### config.mk
export PLATFORM = sky130hd
export DESIGN_NAME = converter_status_register
export DESIGN_NICKNAME = d
export VERILOG_FILES = /design/src/converter_status_pkg.sv /design/src/sticky_flags.sv /design/src/converter_status_register.sv
export SDC_FILE = /design/constraint.sdc
export NUM_CORES = 1
export LEC_CHECK = 0
export ABC_AREA = 1
export ABC_CLOCK_PERIOD_IN_PS = 860
export BUFFER_PORTS_ARGS = -buffer_cell sky130_fd_sc_hd__clkbuf_2
export CAP_MARGIN = 10
export CORE_ASPECT_RATIO = 1.25
export CORE_UTILIZATION = 49
export DETAILED_ROUTE_END_ITERATION = 12
export PLACE_DENSITY = 0.84
export SKIP_LAST_GASP = 1
export SYNTH_ARGS = -nofsm -noshare
export SYNTH_HDL_FRONTEND = slang
export SYNTH_HIERARCHICAL = 1
export SYNTH_SLANG_ARGS = --single-unit
### constraint.sdc
create_clock -name core_clk -period 0.86 [get_ports core_clk]
set_input_delay 0.043 -clock core_clk [delete_from_list [all_inputs] [get_ports core_clk]]
set_output_delay 0.043 -clock core_clk [all_outputs]
set_load 0.005 [all_outputs]
### src/converter_status_pkg.sv
// Register map, field positions and reset values for the converter status block.
package converter_status_pkg;

    // ------------------------------------------------------------------
    // Register bus geometry
    // ------------------------------------------------------------------
    localparam int ADDR_W = 8;
    localparam int DATA_W = 8;
    localparam int FLAG_W = 4;

    // ------------------------------------------------------------------
    // Register offsets
    // ------------------------------------------------------------------
    localparam logic [ADDR_W-1:0] ADDR_CONVERTER3_STATUS = 8'h07;
    localparam logic [ADDR_W-1:0] ADDR_IRQ_STATUS = 8'h20;
    localparam logic [ADDR_W-1:0] ADDR_IRQ_CLEAR = 8'h21;
    localparam logic [ADDR_W-1:0] ADDR_IRQ_ENABLE = 8'h22;

    // ------------------------------------------------------------------
    // Field positions of converter3_status
    // ------------------------------------------------------------------
    localparam int BIT_FAULT_FLAG = 7;
    localparam int BIT_RETRY_FLAG = 6;
    localparam int BIT_NEG_LIMIT_FLAG = 5;
    localparam int BIT_ZERO_CROSS_FLAG = 4;
    localparam int BIT_RESERVED = 3;
    localparam int BIT_SOFTSTART_DONE = 2;
    localparam int BIT_POWER_GOOD = 1;
    localparam int BIT_ENABLED_STATUS = 0;

    // Index of each latched flag within the four-bit flag vector.
    localparam int FLAG_ZERO_CROSS = 0;
    localparam int FLAG_NEG_LIMIT = 1;
    localparam int FLAG_RETRY = 2;
    localparam int FLAG_FAULT = 3;

    // ------------------------------------------------------------------
    // Reset values
    // ------------------------------------------------------------------
    localparam logic [FLAG_W-1:0] FLAGS_RESET = 4'h0;
    localparam logic [FLAG_W-1:0] IRQ_ENABLE_RESET = 4'h0;
    localparam logic [DATA_W-1:0] RDATA_RESET = 8'h00;
    localparam logic [DATA_W-1:0] RDATA_UNMAPPED = 8'h00;
    localparam logic RESERVED_VALUE = 1'b0;

endpackage : converter_status_pkg

### src/sticky_flags.sv
// Bank of sticky flags where a set in the same cycle as a clear wins.
`timescale 1ns/1ps
`default_nettype none

module sticky_flags
    import converter_status_pkg::*;
(
    input wire logic core_clk, // System clock.
    input wire logic rst, // Asynchronous reset, active high.
    input wire logic [FLAG_W-1:0] set, // One-cycle set per flag.
    input wire logic [FLAG_W-1:0] clear, // One-cycle clear per flag.
    output logic [FLAG_W-1:0] flags // Held flag values.
);

    // ------------------------------------------------------------------
    // Per-bit latches
    // ------------------------------------------------------------------
    genvar i;
    generate
        for (i = 0; i < FLAG_W; i++) begin : g_flag
            always_ff @(posedge core_clk or posedge rst) begin
                if (rst) begin
                    flags[i] <= FLAGS_RESET[i];
                end else if (set[i]) begin
                    flags[i] <= 1'b1;
                end else if (clear[i]) begin
                    flags[i] <= 1'b0;
                end
            end
        end
    endgenerate

endmodule : sticky_flags

`default_nettype wire

### src/converter_status_register.sv
// Status register of the third converter channel with its event interrupt.
//
// Added by the designer: the plain strobed port.
`timescale 1ns/1ps
`default_nettype none

module converter_status_register
    import converter_status_pkg::*;
(
    input wire logic core_clk, // System clock, 50 MHz.
    input wire logic rst, // Asynchronous reset, active high.
    input wire logic [ADDR_W-1:0] reg_addr, // Register address.
    input wire logic [DATA_W-1:0] reg_wdata, // Register write data.
    input wire logic reg_wr, // Write strobe.
    input wire logic reg_rd, // Read strobe.
    output logic [DATA_W-1:0] reg_rdata, // Read data, valid the cycle after reg_rd.
    input wire logic conv_enabled, // Converter is enabled.
    input wire logic ramp_finished, // Soft-start ramp has completed.
    input wire logic power_good_cmp, // Power-good comparator output.
    input wire logic oc_terminal_count, // Overcurrent counter reached terminal count.
    input wire logic negative_limit_event, // Negative current limit reached.
    input wire logic zero_cross_event, // Zero-cross comparator tripped.
    output logic irq // Level interrupt, high while an enabled event is pending.
);

    // ------------------------------------------------------------------
    // Decode
    // ------------------------------------------------------------------
    logic rd_status;
    logic rd_irq_status;
    logic rd_irq_enable;
    logic wr_irq_clear;
    logic wr_irq_enable;

    // Each offset selects one register only. The status and interrupt status
    // arms ignore the write strobe: both registers are read-only, and a stray
    // write must never disturb an event that is still pending.
    always_comb begin
        rd_status = 1'b0;
        rd_irq_status = 1'b0;
        rd_irq_enable = 1'b0;
        wr_irq_clear = 1'b0;
        wr_irq_enable = 1'b0;
        case (reg_addr)
            ADDR_CONVERTER3_STATUS: begin
                rd_status = reg_rd;
            end
            ADDR_IRQ_STATUS: begin
                rd_irq_status = reg_rd;
            end
            ADDR_IRQ_CLEAR: begin
                wr_irq_clear = reg_wr;
            end
            ADDR_IRQ_ENABLE: begin
                rd_irq_enable = reg_rd;
                wr_irq_enable = reg_wr;
            end
            default: begin
                // Unmapped offsets read as zero and take no writes.
            end
        endcase
    end

    // ------------------------------------------------------------------
    // Live status bits
    // ------------------------------------------------------------------
    logic softstart_done;
    logic power_good;
    logic enabled_status;

    // These bits are not latched: a read shows the inputs as they stand in the
    // read cycle, so a dip that comes and goes between two reads is never seen.
    assign softstart_done = conv_enabled && ramp_finished;
    assign power_good = power_good_cmp;
    assign enabled_status = conv_enabled;

    // ------------------------------------------------------------------
    // Latched flags
    // ------------------------------------------------------------------
    logic [FLAG_W-1:0] flags;
    logic [FLAG_W-1:0] flag_set;
    logic [FLAG_W-1:0] flag_clear;
    logic retry_set;
    logic fault_condition;

    // Only the counter event while power is not good arms the retry flag.
    // The retry mode setting that decides what follows lives outside this block.
    assign retry_set = oc_terminal_count && !power_good;

    // A regulator that is up and ramped but out of regulation is a fault.
    assign fault_condition = enabled_status && softstart_done && !power_good;

    // The fault also follows the retry event itself, so it never lags it by a cycle.
    always_comb begin
        flag_set = FLAGS_RESET;
        flag_set[FLAG_FAULT] = retry_set || flags[FLAG_RETRY] || fault_condition;
        flag_set[FLAG_RETRY] = retry_set;
        flag_set[FLAG_NEG_LIMIT] = negative_limit_event;
        flag_set[FLAG_ZERO_CROSS] = zero_cross_event;
    end

    // A read clears every flag it returned; a set in that cycle still wins.
    // Hence a read while the retry flag is up clears retry, but the fault
    // relatches from it at the same edge and shows once more on the next read.
    // A fault condition that persists keeps the fault flag up across reads.
    assign flag_clear = {FLAG_W{rd_status}};

    // Each flag is its own flop, so one source never masks another.
    sticky_flags u_status_flags (
        .core_clk (core_clk),
        .rst (rst),
        .set (flag_set),
        .clear (flag_clear),
        .flags (flags)
    );

    // ------------------------------------------------------------------
    // Interrupt status, clear and enable
    // ------------------------------------------------------------------
    logic [FLAG_W-1:0] irq_status;
    logic [FLAG_W-1:0] irq_enable;
    logic [FLAG_W-1:0] irq_event;
    logic [FLAG_W-1:0] irq_clear;
    logic [FLAG_W-1:0] flags_prev;
    logic irq_pending;

    // An event is a flag going from clear to set, so a held condition raises it once.
    // Software that reads the status register in a loop while a fault persists
    // therefore sees one interrupt, not one per read.
    assign irq_event = flags & ~flags_prev;

    always_ff @(posedge core_clk or posedge rst) begin
        if (rst) begin
            flags_prev <= FLAGS_RESET;
        end else begin
            flags_prev <= flags;
        end
    end

    // Write-one-to-clear lets software drop one source without a read-modify-write
    // that could swallow an event arriving in between.
    assign irq_clear = wr_irq_clear ? reg_wdata[FLAG_W-1:0] : FLAGS_RESET;

    sticky_flags u_irq_flags (
        .core_clk (core_clk),
        .rst (rst),
        .set (irq_event),
        .clear (irq_clear),
        .flags (irq_status)
    );

    // Enable bits only gate the pin; the status bits latch regardless.
    always_ff @(posedge core_clk or posedge rst) begin
        if (rst) begin
            irq_enable <= IRQ_ENABLE_RESET;
        end else if (wr_irq_enable) begin
            irq_enable <= reg_wdata[FLAG_W-1:0];
        end
    end

    // The pin is registered so that it never glitches while status and enable
    // change together; the cost is one cycle of latency.
    assign irq_pending = |(irq_status & irq_enable);

    always_ff @(posedge core_clk or posedge rst) begin
        if (rst) begin
            irq <= 1'b0;
        end else begin
            irq <= irq_pending;
        end
    end

    // ------------------------------------------------------------------
    // Read data
    // ------------------------------------------------------------------
    logic [DATA_W-1:0] status_word;
    logic [DATA_W-1:0] next_rdata;

    // The word is assembled every cycle; only a read strobe lets it reach the pins.
    // Bit 3 is reserved and always reads zero.
    always_comb begin
        status_word = RDATA_RESET;
        status_word[BIT_FAULT_FLAG] = flags[FLAG_FAULT];
        status_word[BIT_RETRY_FLAG] = flags[FLAG_RETRY];
        status_word[BIT_NEG_LIMIT_FLAG] = flags[FLAG_NEG_LIMIT];
        status_word[BIT_ZERO_CROSS_FLAG] = flags[FLAG_ZERO_CROSS];
        status_word[BIT_RESERVED] = RESERVED_VALUE;
        status_word[BIT_SOFTSTART_DONE] = softstart_done;
        status_word[BIT_POWER_GOOD] = power_good;
        status_word[BIT_ENABLED_STATUS] = enabled_status;
    end

    // Anything but a read of a mapped register returns zero.
    always_comb begin
        next_rdata = RDATA_UNMAPPED;
        if (rd_status) begin
            next_rdata = status_word;
        end else if (rd_irq_status) begin
            next_rdata = {{(DATA_W-FLAG_W){1'b0}}, irq_status};
        end else if (rd_irq_enable) begin
            next_rdata = {{(DATA_W-FLAG_W){1'b0}}, irq_enable};
        end
    end

    // Data stand only in the cycle after the strobe, so stale values never linger.
    always_ff @(posedge core_clk or posedge rst) begin
        if (rst) begin
            reg_rdata <= RDATA_RESET;
        end else begin
            reg_rdata <= next_rdata;
        end
    end

endmodule : converter_status_register

`default_nettype wire

==> results of run 1 <==
## sequential cells by signal (all words and copies together), names as in the netlist
signal and cells:
flags_prev 4, irq 1, irq_enable 4, reg_rdata 8
u_irq_flags/flags 4, u_status_flags/flags 4
## cell type report
type	instances	area [um^2]	share of cell area
clock inverter	1	7.51	0.00495
tap	31	38.8	0.0256
sequential	25	626	0.413
multi-input combinational	80	364	0.240
inverter	42	158	0.104
clock buffer	3	22.5	0.0149
timing repair buffer	47	300	0.198
## per-layer routing
| metal | global-route usage | vias to the layer above | wire length [um] |
|---|---|---|---|
| met2 | 0.404 | 24 | 1360 |
| met1 | 0.238 | 494 | 949 |
| li1 | - | 527 | - |
| met5 | 0 | - | 0 |
| met4 | 0.0996 | 0 | 59 |
| met3 | 0.0519 | 7 | 62 |
## worst min path at each step
stage | from | end | slack (ns) | cells after the start
finish | oc_terminal_count | u_status_flags/flags[2] | 0.03 | 5
global route | oc_terminal_count | u_status_flags/flags[2] | 0.04 | 5
CTS | oc_terminal_count | u_status_flags/flags[2] | 0.02 | 5
detailed placement | rst | u_status_flags/flags[1] | -0.07 | 2
global placement | rst | u_irq_flags/flags[1] | -0.06 | 2
floorplan | rst | u_irq_flags/flags[0] | -0.19 | 1
## cells by family after synthesis
group                  share of synthesized area
AO/OA/AOI/OAI                             0.0316
buffers and inverters                      0.137
flip-flops                                 0.545
AND/OR/NAND/NOR                            0.286
## placed cells by master, fill, tap and decap left out
master | Yosys | final
nor2_4 | 2 | 2
nor3_4 | 1 | 1
clkinvlp_4 | 0 | 1
nand2_1 | 41 | 41
nand3_2 | 1 | 1
nand3_1 | 7 | 7
nor2_2 | 1 | 1
nand4_1 | 2 | 2
clkbuf_4 | 0 | 3
inv_1 | 41 | 41
inv_2 | 1 | 1
o21ai_1 | 4 | 4
dfrtp_1 | 25 | 25
buf_4 | 0 | 8
clkbuf_2 | 0 | 30
nor2_1 | 19 | 19
o211ai_1 | 1 | 1
o2111ai_1 | 1 | 1
dlygate4sd3_1 | 0 | 9
## stage by stage
stage	setup slack, ns	utilization	hold slack (ns)	area [um^2]
after floorplan	0.0620	-	-0.191	1150
after global placement	-0.0827	0.628	-0.0604	1390
after detailed placement	-0.151	0.628	-0.0653	1390
after CTS	-0.0136	0.683	0.0242	1510
after global routing	-0.0630	0.686	0.0433	1520
final	-0.0145	0.686	0.0262	1520
## power by group through the flow
stage	clock, mW	combinational (mW)	sequential [mW]
2_1_floorplan	0	0.0903	1.24
3_3_place_gp	0	0.189	1.24
3_5_place_dp	0	0.197	1.24
4_1_cts	0.541	0.230	1.22
5_1_grt	0.604	0.256	1.22
6_report	0.532	0.229	1.22
## what timing repair did
item / in CTS / in global routing
setup buffers: 0 / 1
endpoints found under the setup margin: 8 / 10
hold buffers: 9 / 0
endpoints found under the hold margin: 33 / 0
==> flow_metrics.env, run 1 <==
export IMPL_outcome="finished, violations left"
export IMPL_violations="negative setup slack"
export IMPL_drt_total_wl_um=2430
export IMPL_synth_largest_area_cell="dfrtp_1"
export IMPL_synthDistinctLibCells=14
export IMPL_endpoint="reg_rdata[4]"
export IMPL_cts_tree="built"
export IMPL_drcViolationCount=0
export IMPL_switchingPower_uw=485
export IMPL_critical_path_depth=1
export IMPL_clkTransAtPathRegs_ns=0.13
export IMPL_start_util=0.519
export IMPL_leakagePower_nw=0.895
export IMPL_clock_sinks=25
export IMPL_cp_slowest_cell="dfrtp_1"
export IMPL_place_inst=215
export IMPL_path_buf_inv=1
export IMPL_irDropWorstVdd_uv=1570
export IMPL_finalSetupTns_ns=-0.0386
export IMPL_pin_count=35
export IMPL_cp_arrival_ns=0.83
export IMPL_route_vias_total=1052
export IMPL_cts_resized=0
export IMPL_yosys_most_used_dff="dfrtp_1"
export IMPL_sequentialPowerShare=0.615
export IMPL_worst_setup_path_start_kind="flop"
export IMPL_relSlewSlack=0.869
export IMPL_fin_ws_ns=-0.0145
export IMPL_fin_worst_skew_ns=0.00610
export IMPL_synth_top_cell_area_share=0.545
export IMPL_hold_class="primary input to flop"
export IMPL_hpwl_um=1950
export IMPL_reg2reg_depth=4
export IMPL_synth_edf_count=0
export IMPL_max_cap_violations=0
export IMPL_portBuffers=30
export IMPL_p_comb_frac=0.116
export IMPL_drt_iter0_drc=18
export IMPL_layout_nets=225
export IMPL_worstPathMaxFanout=1
export IMPL_timing_rr_end="u_status_flags/flags[3]"
export IMPL_swShare=0.245
export IMPL_seq_area_frac_synth=0.545
export IMPL_worst_slew_pin_transition_ns=0.197
export IMPL_die_area_um2=2540
export IMPL_clkPwrFrac=0.269
export IMPL_die_w_um=45.3
export IMPL_clk_latency_ns=0.33
export IMPL_cts_buffers=3
export IMPL_r2r_slack_ns=0.02
export IMPL_coreArea_um2=2210
export IMPL_setup_violations=7
export IMPL_grt_pass1_vias=1072
export IMPL_max_stage_delay_ns=0.39
export IMPL_antenna_cells=0
export IMPL_area_growth_pct=32.2
export IMPL_synth_seq_cells=25
export IMPL_r2r_start="u_status_flags/flags[2]"
export IMPL_rsz0062_at_grt="yes"
export IMPL_fin_cells=229
export IMPL_critPathLaunch="reg_rdata[4]"
export IMPL_finalCritPeriodShare=1.02
export IMPL_synthTopCellsByArea="dfrtp_1, inv_1, nand2_1, nor2_1, nand3_1"
export IMPL_p_int_mw=1.49
export IMPL_antenna_found_initial=0
export IMPL_rows=19
export IMPL_power_density_nw_per_um2=1300
export IMPL_drive_above_1_share=0.242
export IMPL_grt_use_total=0.226
export IMPL_ys_warn_count=6
export IMPL_wl_per_cell_um=10.6
export IMPL_nFillCells=197
export IMPL_die_h_um=56.1
export IMPL_gp_congestion=0.827
export IMPL_grt_ovfl_total=0
export IMPL_grt_first_pass_wirelength_um=4070
export IMPL_synthArstFlopShare=1.00
export IMPL_path_cells="clkbuf_2"
export IMPL_htreeDepth=1
export IMPL_hold_viol=0
export IMPL_critPathKind="flop to primary output"
export IMPL_root_buffer="clkbuf_4"
export IMPL_syn_inst=147
export IMPL_cp_required_ns=0.82
export IMPL_crit_family="flip-flops"
export IMPL_viasPerCell=4.59
export IMPL_final_max_slew_viol_count=0
export IMPL_finalPower_mw=1.98
export IMPL_syn_nets=173
export IMPL_antenna_left=0
export IMPL_first_pass_iters=6
export IMPL_grt_max_degree=16
export IMPL_fin_crit_ns=0.875
export IMPL_fmax_ghz=1.14
export IMPL_synth_common_cells="inv_1, nand2_1, dfrtp_1"
export IMPL_postSynthAreaPerCell_um2=7.81
export IMPL_synthesis_area_um2=1150
export IMPL_crit_path_end_kind="primary output"
export IMPL_clock_path_buffers=2
Note: power is estimated with default switching activity, not from simulation.
==> run 2, diff against run 1 <==
- ABC_CLOCK_PERIOD_IN_PS: 860 -> 900
- HOLD_SLACK_MARGIN: unset -> 0.05
- SKIP_LAST_GASP: 1 -> unset
- clock period: 0.86 -> 0.9 ns (I/O delays scaled with it)
==> run 2 against run 1 <==
Effect of this change: the flow now finishes without violations; critical path depth unchanged; final cell count unchanged; routed wire length increased by 3.9%; global-route usage increased by 0.39 points; register-to-register slack improved by 0.07 ns; utilization increased by 0.79 points; sequential share of layout area decreased by 0.47 points; clock power decreased by 4.3%; hold slack improved by 0.043 ns; via count decreased by 2.3%; design area increased by 1.2%; critical path type unchanged; largest cell class unchanged.
==> flow_metrics.env, run 2 (same netlist as run 1, synthesis figures left out) <==
export IMPL_crit_path_end_kind="primary output"
export IMPL_viasPerCell=4.49
export IMPL_route_vias_total=1028
export IMPL_start_util=0.519
export IMPL_cts_tree="built"
export IMPL_finalCritPeriodShare=0.973
export IMPL_fmax_ghz=1.14
export IMPL_grt_use_total=0.230
export IMPL_clkTransAtPathRegs_ns=0.13
export IMPL_fin_crit_ns=0.876
export IMPL_die_h_um=56.1
export IMPL_rsz0062_at_grt="yes"
export IMPL_final_area_um2=1530
export IMPL_gp_congestion=0.806
export IMPL_first_pass_iters=4
export IMPL_layout_common_cells="nand2_1, inv_1, clkbuf_2, dfrtp_1, nor2_1"
export IMPL_fin_ws_ns=0.0241
export IMPL_cp_arrival_ns=0.83
export IMPL_hpwl_um=1940
export IMPL_clock_path_buffers=2
export IMPL_pin_count=35
export IMPL_crit_family="flip-flops"
export IMPL_cts_setup_buffers=0
export IMPL_leakagePower_nw=0.896
export IMPL_die_area_um2=2540
export IMPL_top_register="reg_rdata"
export IMPL_clock_sinks=25
export IMPL_swShare=0.246
export IMPL_die_w_um=45.3
export IMPL_clkPwrFrac=0.268
export IMPL_antenna_left=0
export IMPL_largest_reg_flops=8
export IMPL_path_buf_inv=1
export IMPL_dp_slack_ns=-0.0913
export IMPL_grt_max_degree=16
export IMPL_hp_start="reg_wr"
export IMPL_dpl_cell_area_um2=1390
export IMPL_root_buffer="clkbuf_4"
export IMPL_outcome="completed"
export IMPL_worst_setup_path_start_kind="flop"
export IMPL_setup_violations=0
export IMPL_p_int_mw=1.43
export IMPL_p_comb_frac=0.121
export IMPL_critPathLaunch="reg_rdata[4]"
export IMPL_final_max_slew_viol_count=0
export IMPL_path_cells="clkbuf_2"
export IMPL_cp_slowest_cell="dfrtp_1"
export IMPL_fin_worst_skew_ns=0.00585
export IMPL_drive_above_1_share=0.237
export IMPL_whs_ns=0.0690
export IMPL_layout_nets=225
export IMPL_relSlewSlack=0.749
export IMPL_hold_viol=0
export IMPL_grt_pass1_vias=1084
export IMPL_coreArea_um2=2210
export IMPL_area_growth_pct=33.7
export IMPL_drt_total_wl_um=2530
export IMPL_fin_cells=229
export IMPL_irDropWorstVdd_uv=1220
export IMPL_grt_ovfl_total=0
export IMPL_finalPower_mw=1.90
export IMPL_rows=19
export IMPL_cts_buffers=3
export IMPL_hold_class="primary input to flop"
export IMPL_htreeDepth=1
export IMPL_r2r_start="u_status_flags/flags[2]"
export IMPL_cp_required_ns=0.85
export IMPL_worst_slew_pin_transition_ns=0.376
export IMPL_grt_first_pass_wirelength_um=4220
export IMPL_clk_latency_ns=0.33
export IMPL_drt_iter0_drc=14
export IMPL_critPathKind="flop to primary output"
export IMPL_max_stage_delay_ns=0.39
export IMPL_switchingPower_uw=468
export IMPL_antenna_found_initial=0
export IMPL_place_inst=214
export IMPL_antenna_cells=0
export IMPL_wl_per_cell_um=11.0
export IMPL_layout_commonest_cell="nand2_1"
export IMPL_portBuffers=30
export IMPL_power_density_nw_per_um2=1240
export IMPL_max_cap_violations=0
export IMPL_worstPathMaxFanout=1
export IMPL_nFillCells=185
export IMPL_drcViolationCount=0
export IMPL_sequentialPowerShare=0.611
run 2: cell count changes in the layout (fill, tap and decap cells not counted), sizes merged:
cell	change
dlygate4sd3	+2
buf	-1
clkbuf	-1
run 2: layout make-up:
type | count | area (um^2) | share of cell area
Clock buffer | 3 | 22.5 | 0.0147
Clock inverter | 1 | 7.51 | 0.00489
Inverter | 42 | 158 | 0.103
Multi-Input combinational cell | 80 | 364 | 0.237
Sequential cell | 25 | 626 | 0.408
Tap cell | 31 | 38.8 | 0.0253
Timing Repair Buffer | 47 | 318 | 0.207
run 2: final timing paths:
| kind | end | slack, ns | cells past startpoint |
|---|---|---|---|
| max in group asynchronous | reg_rdata[4] | 0.31 | 4 |
| min | irq_enable[1] | 0.07 | 3 |
| max | reg_rdata[4] | 0.02 | 1 |
| min reg2reg | flags_prev[3] | 0.43 | 0 |
| max reg2reg | u_status_flags/flags[3] | 0.09 | 4 |
| min in group asynchronous | u_status_flags/flags[1] | 0.13 | 3 |
run 2: timing repair:
item                       in CTS  in global routing
hold buffers                   11                  0
hold endpoints to repair       35                  0
setup endpoints to repair       0                  4
gates resized for setup         0                  2
run 2: per-layer routing:
metal / GRT usage / share of wire / vias up
met2: 0.424 / 0.55 / 27
li1: - / - / 526
met4: 0.108 / 0.018 / 0
met5: 0 / 0 / -
met3: 0.0325 / 0.029 / 5
met1: 0.238 / 0.40 / 470
run 2: per-stage QoR:
stage          TNS, ns  utilization
2_1_floorplan        0            -
3_3_place_gp    -0.274        0.630
3_5_place_dp    -0.833        0.630
4_1_cts              0        0.694
5_1_grt        -0.0166        0.694
6_report             0        0.694
run 2: power groups by stage:
| stage | clock (mW) | combinational, mW | sequential [mW] |
|---|---|---|---|
| 2_1_floorplan | 0 | 0.0863 | 1.18 |
| 3_3_place_gp | 0 | 0.184 | 1.18 |
| 3_5_place_dp | 0 | 0.192 | 1.19 |
| 4_1_cts | 0.519 | 0.231 | 1.16 |
| 5_1_grt | 0.560 | 0.257 | 1.17 |
| 6_report | 0.509 | 0.231 | 1.16 |
==> run 3, diff against run 2 <==
- CORE_UTILIZATION: 49 -> 52
- CTS_BUF_LIST: unset -> sky130_fd_sc_hd__clkbuf_4 sky130_fd_sc_hd__clkbuf_8
- PLACE_DENSITY: 0.84 -> 0.88
==> run 3 against run 2 <==
Effect of this change: count of clock-buffer cells in the layout did not move; the run now ends with design-rule violations left; first-iteration DRC count rose by 130%; register-to-register slack got worse by 0.06 ns; worst setup slack got worse by 0.0042 ns; critical path depth did not move; power fell by 0.43%; hold slack improved by 0.065 ns; non-clock buffer count rose by 1; combinational power barely moved; fmax fell by 0.47%.
==> flow_metrics.env, run 3 (same netlist as run 1, synthesis figures left out) <==
export IMPL_grt_pass1_vias=1051
export IMPL_gp_congestion=0.802
export IMPL_fin_cells=219
export IMPL_rows=18
export IMPL_final_max_slew_viol_count=0
export IMPL_worst_slew_pin_transition_ns=0.333
export IMPL_grt_use_met1=0.259
export IMPL_area_growth_pct=32.3
export IMPL_outcome="finished, violations left"
export IMPL_timing_rr_end="u_status_flags/flags[3]"
export IMPL_area_sequential_um2=626
export IMPL_reg2reg_depth=4
export IMPL_die_w_um=44.0
export IMPL_fin_ws_ns=0.0199
export IMPL_fmax_ghz=1.14
export IMPL_max_stage_delay_ns=0.40
export IMPL_largest_reg_flops=8
export IMPL_clock_path_buffers=2
export IMPL_pin_count=35
export IMPL_crit_family="flip-flops"
export IMPL_drive_above_1_share=0.236
export IMPL_cp_slowest_cell="dfrtp_1"
export IMPL_grt_ovfl_total=0
export IMPL_root_buffer="clkbuf_4"
export IMPL_cts_tree="built"
export IMPL_cp_arrival_ns=0.84
export IMPL_hold_class="primary input to flop"
export IMPL_r2r_slack_ns=0.03
export IMPL_clk_latency_ns=0.32
export IMPL_crit_path_end_kind="primary output"
export IMPL_worst_setup_path_start_kind="flop"
export IMPL_place_inst=203
export IMPL_finalPower_mw=1.89
export IMPL_drt_iter0_drc=32
export IMPL_hold_viol=0
export IMPL_violations="design-rule violations"
export IMPL_rsz0062_at_grt="yes"
export IMPL_fin_worst_skew_ns=0.00171
export IMPL_irDropWorstVdd_uv=1260
export IMPL_setup_violations=0
export IMPL_met3_usage=0.0264
export IMPL_viasPerCell=4.92
export IMPL_fin_crit_ns=0.880
export IMPL_path_cells="clkbuf_2"
export IMPL_grt_max_degree=16
export IMPL_r2r_start="u_status_flags/flags[2]"
export IMPL_finalCritPeriodShare=0.978
export IMPL_coreArea_um2=2030
export IMPL_path_buf_inv=1
export IMPL_hold_depth=5
export IMPL_cts_buffers=3
export IMPL_worstPathMaxFanout=1
export IMPL_cp_required_ns=0.85
export IMPL_hp_start="reg_rd"
export IMPL_max_cap_violations=0
export IMPL_route_vias_total=1077
export IMPL_first_pass_iters=8
export IMPL_grt_use_total=0.251
export IMPL_portBuffers=30
export IMPL_holdPathEnd="reg_rdata[3]"
export IMPL_met2_usage=0.490
export IMPL_nFillCells=148
export IMPL_hpwl_um=1880
export IMPL_dp_slack_ns=-0.0821
export IMPL_antenna_found_initial=0
export IMPL_htreeDepth=1
export IMPL_grt_first_pass_wirelength_um=4230
export IMPL_drcViolationCount=4
export IMPL_top_register="reg_rdata"
export IMPL_antenna_left=0
export IMPL_relSlewSlack=0.778
export IMPL_power_density_nw_per_um2=1250
export IMPL_clkTransAtPathRegs_ns=0.13
export IMPL_start_util=0.566
export IMPL_drt_total_wl_um=2660
export IMPL_die_h_um=54.5
export IMPL_die_area_um2=2400
export IMPL_layout_commonest_cell="nand2_1"
export IMPL_multi_input_area_um2=364
export IMPL_layout_nets=226
export IMPL_antenna_cells=0
export IMPL_layout_common_cells="nand2_1, inv_1, clkbuf_2, dfrtp_1, nor2_1"
export IMPL_cts_setup_buffers=0
export IMPL_top_usage_layer="met2"
export IMPL_wl_per_cell_um=12.2
export IMPL_leakagePower_nw=0.895
export IMPL_critPathKind="flop to primary output"
export IMPL_clock_sinks=25
[run 3: cell types whose count changed in the layout (fill, tap and decap cells not counted), sizes merged]
| cell | before | now |
|---|---|---|
| dlygate4sd3 | 11 | 12 |
| buf | 7 | 6 |
| clkbuf | 32 | 33 |
[run 3: worst max path at each step]
stage | end | start | cells after the start | slack, ns
floorplan | u_irq_flags/flags[0] | reg_addr[2] | 8 | 0.1
global placement | u_irq_flags/flags[3] | reg_addr[2] | 9 | -0.04
detailed placement | u_irq_flags/flags[0] | reg_addr[2] | 9 | -0.08
CTS | reg_rdata[4] | reg_rdata[4] | 1 | -0.0004
global route | reg_rdata[4] | reg_rdata[4] | 1 | -0.03
finish | reg_rdata[4] | reg_rdata[4] | 1 | 0.02
[run 3: per-layer routing]
metal | vias to the layer above | part of all wire
met1 | 508 | 0.38
li1 | 528 | -
met5 | - | 0
met4 | 0 | 0.033
met3 | 9 | 0.032
met2 | 32 | 0.55
[run 3: power by group]
group | internal [mW] | total [mW] | switching [mW]
Combinational | 0.113 | 0.228 | 0.115
Clock | 0.170 | 0.503 | 0.333
Sequential | 1.15 | 1.16 | 0.0153
[run 3: metrics by stage]
stage | hold WS (ns) | instance area [um^2] | TNS, ns | util
after floorplan | -0.189 | 1150 | 0 | -
after global placement | -0.0605 | 1370 | -0.183 | 0.675
after detailed placement | -0.0570 | 1370 | -0.895 | 0.675
after CTS | 0.126 | 1520 | -0.000363 | 0.749
after global routing | 0.130 | 1520 | -0.0714 | 0.749
final | 0.134 | 1520 | 0 | 0.749
[run 3: timing repair]
item	in CTS	in global routing
gates resized for setup	0	1
hold buffers	12	0
hold endpoints to repair	36	0
endpoints found under the setup margin	1	6
pin swaps	0	1
[run 3: area by class of cell]
class                      count  share of cell area
sequential                    25               0.412
clock buffer                   3              0.0148
clock inverter                 1             0.00495
inverter                      42               0.104
tap                           20              0.0165
timing repair buffer          48               0.208
multi-input combinational     80               0.240
